### src/spm_defs.svh
// offsets, field positions, reset values and counts of the protection monitor
`ifndef SPM_DEFS_SVH
`define SPM_DEFS_SVH

// register byte offsets on the slave port
`define CTRL_OFS       8'h00
`define SVC_OFS        8'h04
`define RSTAT_OFS      8'h08
`define ISTAT_OFS      8'h0C
`define IMASK_OFS      8'h10

// control reset: watchdog on, prescale bit loaded from the inverted mode pin
`define CTRL_RST       8'h80

// service keys, first and second
`define SVC_ARM        8'h55
`define SVC_FIRE       8'hAA

// reset status bit positions
`define RSTAT_WD_BIT   5
`define RSTAT_HALT_BIT 4
`define RSTAT_TEST_BIT 0

// watchdog: 512-tick prescaler, base divide of 2^9 ticks
`define WD_PRE_MAX     9'h1FF
`define WD_BASE_CNT    16'h0200

// bus monitor base timeout of 64 system clocks
`define BM_BASE        7'h40

`endif

### src/spm_pkg.sv
// types and decode functions of the protection monitor
`include "spm_defs.svh"

package spm_pkg;

    typedef struct packed {
        logic       wd_en;
        logic       wd_pre;
        logic [1:0] wd_time;
        logic       halt_en;
        logic       bus_en;
        logic [1:0] bus_time;
    } ctrl_type;

    // sticky event bits: bus error, halt, watchdog
    typedef struct packed {
        logic bus_err;
        logic halt;
        logic wd;
    } event_type;

    typedef enum logic [2:0] {
        BM_IDLE  = 3'b001,
        BM_COUNT = 3'b010,
        BM_DONE  = 3'b100
    } bm_state_type;

    // last tick index before timeout: 2^(9+2t) ticks
    function automatic logic [14:0] wd_limit(input logic [1:0] t);
        logic [15:0] full;
        full = (`WD_BASE_CNT << {t, 1'b0}) - 16'h0001;
        return full[14:0];
    endfunction : wd_limit

    // bus timeout in system clocks: 64 >> field
    function automatic logic [6:0] bm_limit(input logic [1:0] t);
        return `BM_BASE >> t;
    endfunction : bm_limit

endpackage : spm_pkg

### src/spm_wd_counter.sv
// software watchdog prescaler and timeout counter
`timescale 1ns/1ns
`default_nettype none
`include "spm_defs.svh"

module spm_wd_counter
    import spm_pkg::*;
(
    input  wire logic              ref_clk_i,
    input  wire logic              srst_i,
    input  wire spm_pkg::ctrl_type cfg_i,
    input  wire logic              xtal_tick_i,
    input  wire logic              kick_i,
    output logic                   expire_o
);
    import spm_pkg::*;

    logic [8:0]  pre_q;
    logic [14:0] cnt_q;
    logic        tick;
    logic        last;

    // tick on every rising crystal edge, or only on the 512th one when wd_pre is set
    assign tick = xtal_tick_i &
                  (!cfg_i.wd_pre || pre_q == `WD_PRE_MAX); // see (RULE2)
    assign last = cnt_q == wd_limit(cfg_i.wd_time); // see (RULE4)

    always_ff @(posedge ref_clk_i) begin
        if (srst_i || !cfg_i.wd_en || kick_i) begin // see (RULE1)
            pre_q <= '0;
        end else if (xtal_tick_i) begin
            pre_q <= pre_q + 9'h001;
        end
    end

    always_ff @(posedge ref_clk_i) begin
        if (srst_i || !cfg_i.wd_en || kick_i || expire_o) begin // see (RULE13)
            cnt_q <= '0;
        end else if (tick) begin
            cnt_q <= cnt_q + 15'h0001;
        end
    end

    always_ff @(posedge ref_clk_i) begin
        if (srst_i) begin
            expire_o <= 1'b0;
        end else begin
            expire_o <= cfg_i.wd_en && !kick_i && tick && last; // see (RULE5)
        end
    end
endmodule : spm_wd_counter

`default_nettype wire

### src/spm_protection_monitor.sv
// system protection monitor: watchdog, halt and bus monitors, registers
//
// Implementation choices: register access over Avalon-MM and the address map.
`timescale 1ns/1ns
`default_nettype none
`include "spm_defs.svh"

// What this block does
// (RULE1) watchdog runs only when enable bit set
// (RULE2) prescale bit divides watchdog clock by 512
// (RULE3) prescale bit resets to inverted clock mode pin
// (RULE4) timing field picks watchdog divide ratio
// (RULE5) timeout is divide count of crystal ticks
// (RULE6) halt monitor acts only when enabled
// (RULE7) external bus cycles monitored only when enabled
// (RULE8) bus timeout 64, 32, 16 or 8 clocks
// (RULE9) test reset flag marks test-caused reset
// (RULE10) watchdog flag marks watchdog-caused reset
// (RULE11) halt flag marks halt-caused reset
// (RULE12) software writes 55 then AA to service
// (RULE13) service restarts count, expiry resets system
// (RULE14) unterminated monitored cycle ends with bus error
module spm_protection_monitor
    import spm_pkg::*;
(
    input  wire logic        ref_clk_i,
    input  wire logic        srst_i,
    input  wire logic        por_i,
    input  wire logic        clock_mode_pin_i,
    input  wire logic        crystal_input_i,
    input  wire logic        test_reset_i,
    input  wire logic        halted_i,
    input  wire logic        ext_cycle_i,
    input  wire logic        cycle_ack_i,
    input  wire logic [7:0]  avs_address_i,
    input  wire logic        avs_read_i,
    input  wire logic        avs_write_i,
    input  wire logic [31:0] avs_writedata_i,
    output logic [31:0]      avs_readdata_o,
    output logic             avs_waitrequest_o,
    output logic             system_reset_o,
    output logic             bus_error_o,
    output logic             irq_o
);
    import spm_pkg::*;

    // pin synchronisers, left out of reset so they sample throughout
    logic cm_s1_q;
    logic cm_s2_q;
    logic xt_s1_q;
    logic xt_s2_q;
    logic xt_s3_q;

    ctrl_type     ctrl_q;
    event_type    istat_q;
    event_type    imask_q;
    event_type    ev;
    logic [7:0]   rstat_q;
    logic [2:0]   cause_q;
    logic         armed_q;
    logic         halt_prev_q;
    logic         rst_seen_q;
    logic [6:0]   bm_cnt_q;
    bm_state_type bm_state_q;

    logic xtal_tick;
    logic wd_expire;
    logic halt_ev;
    logic bm_fire;
    logic req;
    logic done;
    logic wr_done;
    logic kick;

    always_ff @(posedge ref_clk_i) begin
        cm_s1_q <= clock_mode_pin_i;
        cm_s2_q <= cm_s1_q;
        xt_s1_q <= crystal_input_i;
        xt_s2_q <= xt_s1_q;
        xt_s3_q <= xt_s2_q;
    end

    assign xtal_tick = xt_s2_q && !xt_s3_q;

    // --- slave port: one wait cycle per access
    assign req     = avs_read_i || avs_write_i;
    assign done    = req && !avs_waitrequest_o;
    assign wr_done = done && avs_write_i;

    always_ff @(posedge ref_clk_i) begin
        if (srst_i) begin
            avs_waitrequest_o <= 1'b1;
        end else begin
            avs_waitrequest_o <= !(req && avs_waitrequest_o);
        end
    end

    always_ff @(posedge ref_clk_i) begin
        if (srst_i) begin
            avs_readdata_o <= '0;
        end else if (avs_read_i && avs_waitrequest_o) begin
            unique case (avs_address_i)
                `CTRL_OFS:  avs_readdata_o <= {24'h00_0000, ctrl_q};
                `RSTAT_OFS: avs_readdata_o <= {24'h00_0000, rstat_q};
                `ISTAT_OFS: avs_readdata_o <= {29'h0000_0000, istat_q};
                `IMASK_OFS: avs_readdata_o <= {29'h0000_0000, imask_q};
                default:    avs_readdata_o <= '0;
            endcase
        end
    end

    // --- control register
    always_ff @(posedge ref_clk_i) begin
        if (srst_i) begin
            ctrl_q        <= `CTRL_RST;
            ctrl_q.wd_pre <= !cm_s2_q; // see (RULE3)
        end else if (wr_done && avs_address_i == `CTRL_OFS) begin
            ctrl_q <= avs_writedata_i[7:0];
        end
    end

    // --- service sequence; other values leave the arm state alone
    assign kick = wr_done && avs_address_i == `SVC_OFS &&
                  avs_writedata_i[7:0] == `SVC_FIRE && armed_q; // see (RULE12)

    always_ff @(posedge ref_clk_i) begin
        if (srst_i || kick) begin
            armed_q <= 1'b0;
        end else if (wr_done && avs_address_i == `SVC_OFS &&
                     avs_writedata_i[7:0] == `SVC_ARM) begin
            armed_q <= 1'b1; // see (RULE12)
        end
    end

    spm_wd_counter u_wd (
        .ref_clk_i   (ref_clk_i),
        .srst_i      (srst_i),
        .cfg_i       (ctrl_q),
        .xtal_tick_i (xtal_tick),
        .kick_i      (kick),
        .expire_o    (wd_expire)
    );

    // --- halt monitor, one event per entry into halt
    assign halt_ev = ctrl_q.halt_en && halted_i && !halt_prev_q; // see (RULE6)

    always_ff @(posedge ref_clk_i) begin
        if (srst_i) begin
            halt_prev_q <= 1'b0;
        end else begin
            halt_prev_q <= halted_i;
        end
    end

    // --- bus monitor
    assign bm_fire = bm_state_q == BM_COUNT && ext_cycle_i &&
                     !cycle_ack_i && ctrl_q.bus_en &&
                     bm_cnt_q == bm_limit(ctrl_q.bus_time); // see (RULE8)

    always_ff @(posedge ref_clk_i) begin
        if (srst_i) begin
            bm_state_q <= BM_IDLE;
            bm_cnt_q   <= '0;
        end else begin
            unique case (bm_state_q)
                BM_IDLE: begin
                    bm_cnt_q <= 7'h01;
                    if (ctrl_q.bus_en && ext_cycle_i && !cycle_ack_i) begin
                        bm_state_q <= BM_COUNT; // see (RULE7)
                    end
                end
                BM_COUNT: begin
                    // clearing the enable mid-cycle abandons the watch
                    if (!ext_cycle_i || cycle_ack_i || !ctrl_q.bus_en) begin
                        bm_state_q <= BM_IDLE;
                    end else if (bm_fire) begin
                        bm_state_q <= BM_DONE; // see (RULE14)
                    end else begin
                        bm_cnt_q <= bm_cnt_q + 7'h01;
                    end
                end
                BM_DONE: begin
                    if (!ext_cycle_i) begin
                        bm_state_q <= BM_IDLE;
                    end
                end
            endcase
        end
    end

    always_ff @(posedge ref_clk_i) begin
        if (srst_i) begin
            bus_error_o <= 1'b0;
        end else begin
            bus_error_o <= bm_fire; // see (RULE14)
        end
    end

    // --- system reset request
    always_ff @(posedge ref_clk_i) begin
        if (srst_i) begin
            system_reset_o <= 1'b0;
        end else begin
            system_reset_o <= wd_expire || halt_ev || test_reset_i; // see (RULE13)
        end
    end

    // marks the first cycle out of reset, when the old cause is dropped
    always_ff @(posedge ref_clk_i) begin
        rst_seen_q <= srst_i;
    end

    // cause held through srst_i so every reset edge loads the same status
    always_ff @(posedge ref_clk_i) begin
        if (por_i) begin
            cause_q <= '0;
        end else if (!srst_i && (rst_seen_q || wd_expire || halt_ev ||
                                 test_reset_i)) begin
            cause_q <= {wd_expire, halt_ev, test_reset_i};
        end
    end

    always_ff @(posedge ref_clk_i) begin
        if (por_i) begin
            rstat_q <= '0;
        end else if (srst_i) begin
            rstat_q                  <= '0;
            rstat_q[`RSTAT_WD_BIT]   <= cause_q[2]; // see (RULE10)
            rstat_q[`RSTAT_HALT_BIT] <= cause_q[1]; // see (RULE11)
            rstat_q[`RSTAT_TEST_BIT] <= cause_q[0]; // see (RULE9)
        end
    end

    // --- interrupt status, set wins over a write-one clear
    assign ev = '{bus_err: bm_fire, halt: halt_ev, wd: wd_expire};

    always_ff @(posedge ref_clk_i) begin
        if (srst_i) begin
            istat_q <= '0;
        end else if (wr_done && avs_address_i == `ISTAT_OFS) begin
            istat_q <= (istat_q & ~avs_writedata_i[2:0]) | ev;
        end else begin
            istat_q <= istat_q | ev;
        end
    end

    always_ff @(posedge ref_clk_i) begin
        if (srst_i) begin
            imask_q <= '0;
        end else if (wr_done && avs_address_i == `IMASK_OFS) begin
            imask_q <= avs_writedata_i[2:0];
        end
    end

    // one cycle behind the status so the output stays a flop
    always_ff @(posedge ref_clk_i) begin
        if (srst_i) begin
            irq_o <= 1'b0;
        end else begin
            irq_o <= |(istat_q & imask_q);
        end
    end
endmodule : spm_protection_monitor

`default_nettype wire

### config.mk
export PLATFORM = sky130hd
export DESIGN_NAME = spm_protection_monitor
export DESIGN_NICKNAME = d
export VERILOG_FILES = /design/src/spm_pkg.sv /design/src/spm_wd_counter.sv /design/src/spm_protection_monitor.sv
export VERILOG_INCLUDE_DIRS = /design/src
export SDC_FILE = /design/constraint.sdc
export NUM_CORES = 1
export LEC_CHECK = 0
export BUFFER_PORTS_ARGS = -buffer_cell sky130_fd_sc_hd__buf_2
export CORE_MARGIN = 2
export CORE_UTILIZATION = 38
export DETAILED_ROUTE_END_ITERATION = 16
export SLEW_MARGIN = 20
export SYNTH_ARGS = -nofsm -noshare
export SYNTH_HDL_FRONTEND = slang
export SYNTH_HIERARCHICAL = 1
export SYNTH_SLANG_ARGS = --single-unit
### constraint.sdc
create_clock -name ref_clk_i -period 2.4 [get_ports ref_clk_i]
set_input_delay 0.12 -clock ref_clk_i [delete_from_list [all_inputs] [get_ports ref_clk_i]]
set_output_delay 0.12 -clock ref_clk_i [all_outputs]
set_load 0.03 [all_outputs]
==> impl_metrics.toml <==
[die]
initial_core_util = 0.390
die_x_um = 101
io-pin-count = 87
num_rows = 35
core_area_sq_mm = 0.00920
die_area_sq_mm = 0.0102
die_h_um = 101

[drt]
drcViolationCount = 0
antenna_left = 0
detail_route.wl_per_cell_um = 13.5
viasPerCell = 5.20
drt-initial-drc-count = 138
drt_pass1_iterations = 4
vias = 2919
wl_um = 7560

[final_layout]
nets = 503
utilization = 0.433
regArea_sq_mm = 0.00151
nFillCells = 922
areaGrowthSynthToFinish_pct = 11.2
multi_input_area_sq_mm = 0.00184
insertedDiodeCount = 0
layout-drive-gt1-share = 0.167
fin_area_sq_mm = 0.00399

[cts]
ctsRootBufferMaster = "clkbuf_8"
cts_setup_buffers = 0
cts_buffer_depth = 2
clkLatencyLatePin_ns = 0.34
h-tree-depth = 3
cts.sinks = 75
path_clk_slew_ns = 0.08
cts_tree = "yes"
cts_buffers = 9

[synthesis]
synth_edf_count = 1
synthArstFlopShare = 0
synth_top_cell_area_share = 0.413
syn_area_sq_mm = 0.00358
ys_top_cells_by_area = "dfxtp_1, nor2_1, buf_4"
yosysUniqueCellTypes = 62
ys.warnings.count = 6
synth.largest_area_cell = "dfxtp_1"
yosysSeqAreaShare = 0.422
syn_avg_cell_area_sq_um = 8.72
ys.flop_type = "dfxtp_1"
synthCells = 411
yosys_register_bits = 75

[sta]
skew_ns = 0.0114
slew_violations = 0
min_period_ns = 2.18
max_freq_mhz = 458
tns_ns = 0
max-slew-margin-rel = 0.496
hold_viol_final = 0
tightest_slew_ns = 0.750
rsz0062_at_grt = "no"
setup_slack_ns = 0.215
period_share = 0.910
report.final.setup_viol = 0
whs_ns = 0.0151

[run]
drv_cap = 0

[placement]
place_area_sq_mm = 0.00375
dpl.hpwl_um = 5560
gp_congestion = 0.830
post-place-ws_ns = 0.0549
io_buffer_count = 38

[worst_setup_path]
worstPathRequired_ns = 2.67
critPathKind = "reg -> reg"
cp_max_fo = 6
endpoint_kind = "register"
start_kind = "register"
arrival_ns = 2.45

[power_and_ir_drop]
p_leak_nw = 1.51
powerDensity_mw_per_mm2 = 608
ir_worst_vdd_mv = 0.277

[grt]
grt_remaining_overflow = 0
globalRouteTotalUtil = 0.155
grt_pass1_vias = 2758
grt_max_degree = 22
grt_first_pass_wirelength_um = 12700
antenna_found_initial = 0

[min_path]
hold_class = "in -> reg"

[outcome]
status = "finished clean"
==> area by class of cell <==
class	count	area share
clock inverters	4	0.0129
clock buffers	10	0.0345
well taps	111	0.0348
flip-flops and latches	75	0.379
repair buffers	47	0.0665
multi-input cells	303	0.462
inverters	11	0.0104
==> power breakdown <==
part	switching, W	total (W)	internal, W
Combinational	0.000133	0.000187	0.0000548
Clock	0.000457	0.000956	0.000500
Sequential	0.0000159	0.00128	0.00127
Total	0.000605	0.00243	0.00182
==> critical path, cell delays in order (launching register included) <==
cell and delay, ns:
dfxtp_1 0.38, ha_1 0.21, nand3_1 0.10, nor2_2 0.10, ha_2 0.20, nor2b_4 0.05, or3_4 0.41, or4_1 0.51
a21oi_1 0.16
==> layer usage <==
metal	up-vias	global-route usage	share of wire
met2	61	0.261	0.47
met4	0	0.0468	0.0067
li1	1479	-	-
met3	4	0.0423	0.042
met1	1375	0.194	0.48
met5	-	0	0
==> sequential cells by signal, summed over array words and instances, names as in the netlist, 3 cells and up <==
| register | cells |
|---|---|
| cause_q | 3 |
| bm_cnt_q | 7 |
| u_wd/pre_q | 9 |
| u_wd/cnt_q | 15 |
| avs_readdata_o | 8 |
| ctrl_q | 8 |
| bm_state_q | 3 |
| imask_q | 3 |
| rstat_q | 3 |
| istat_q | 3 |
==> what timing repair did <==
| item | CTS | global route |
|---|---|---|
| endpoints found under the setup margin | 0 | 8 |
| gates resized for setup | 0 | 4 |
| hold buffers | 3 | 0 |
| hold endpoints to repair | 3 | 0 |
==> synth_stat cells, drive strengths merged, types with 3 or more instances <==
master,instances
a22oi,11
xor2,8
a21oi,21
nor2,56
a2111oi,3
or3,11
nand4,10
or2,5
nand2b,3
nor3,7
nor4b,3
ha,5
nand3,14
mux2i,18
buf,32
o211ai,3
a31oi,3
nand2,25
o31ai,5
dfxtp,74
or4,6
xnor2,4
inv,10
nor4,4
o21ai,20
nor2b,6
nand4b,3
clkbuf,13
==> cell families (layout without fill, tap and decap cells) <==
group	after synthesis	after routing	synth area share
simple gates	167	167	0.247
compound gates	76	76	0.137
flops	75	75	0.422
buf+inv	56	72	0.0929
mux	19	19	0.0534
xor+xnor	12	12	0.0293
fa+ha+maj	5	5	0.0175
other cells	1	24	0.00105
==> final timing paths <==
path,from,end,slack [ns],cells after the start
setup reg to reg,u_wd/pre_q[0]$_SDFFE_PP0P_,u_wd/cnt_q[13]$_SDFFE_PP0P_,0.22,8
hold reg to reg,xt_s1_q$_DFF_P_,xt_s2_q$_DFF_P_,0.33,0
setup / recovery,u_wd/pre_q[0]$_SDFFE_PP0P_,u_wd/cnt_q[13]$_SDFFE_PP0P_,0.22,8
hold / removal,por_i,cause_q[2]$_SDFFE_PP0P_,0.02,2
==> per-stage QoR <==
step	std cells	total power [W]
floorplan	434	0.00147
global placement	544	0.00149
detailed placement	544	0.00149
CTS	561	0.00245
global route	561	0.00253
finish	561	0.00243
==> layout by cell type (no fill, tap or decap), types with 2 or more instances in the layout <==
| cell type | instances |
|---|---|
| buf_2 | 38 |
| or4_1 | 5 |
| and2_1 | 2 |
| buf_4 | 6 |
| a2111oi_0 | 2 |
| ha_1 | 4 |
| o31ai_1 | 5 |
| nand4b_1 | 3 |
| o21ai_0 | 19 |
| nor4b_1 | 2 |
| and4_1 | 2 |
| nor3_1 | 6 |
| a211oi_1 | 2 |
| clkbuf_8 | 10 |
| nor3b_1 | 2 |
| inv_1 | 10 |
| dlygate4sd3_1 | 3 |
| nand2_1 | 25 |
| nand2b_1 | 3 |
| a21oi_1 | 21 |
| nor2b_1 | 5 |
| mux2i_1 | 18 |
| nor4_1 | 4 |
| dfxtp_1 | 74 |
| nand3_1 | 13 |
| nor2_1 | 55 |
| or3_1 | 10 |
| o211ai_1 | 3 |
| or2_2 | 3 |
| xnor2_1 | 4 |
| and3_1 | 2 |
| conb_1 | 24 |
| nand4_1 | 10 |
| a22oi_1 | 11 |
| a31oi_1 | 3 |
| xor2_1 | 8 |
No activity file was read; power rests on OpenSTA's default activity.
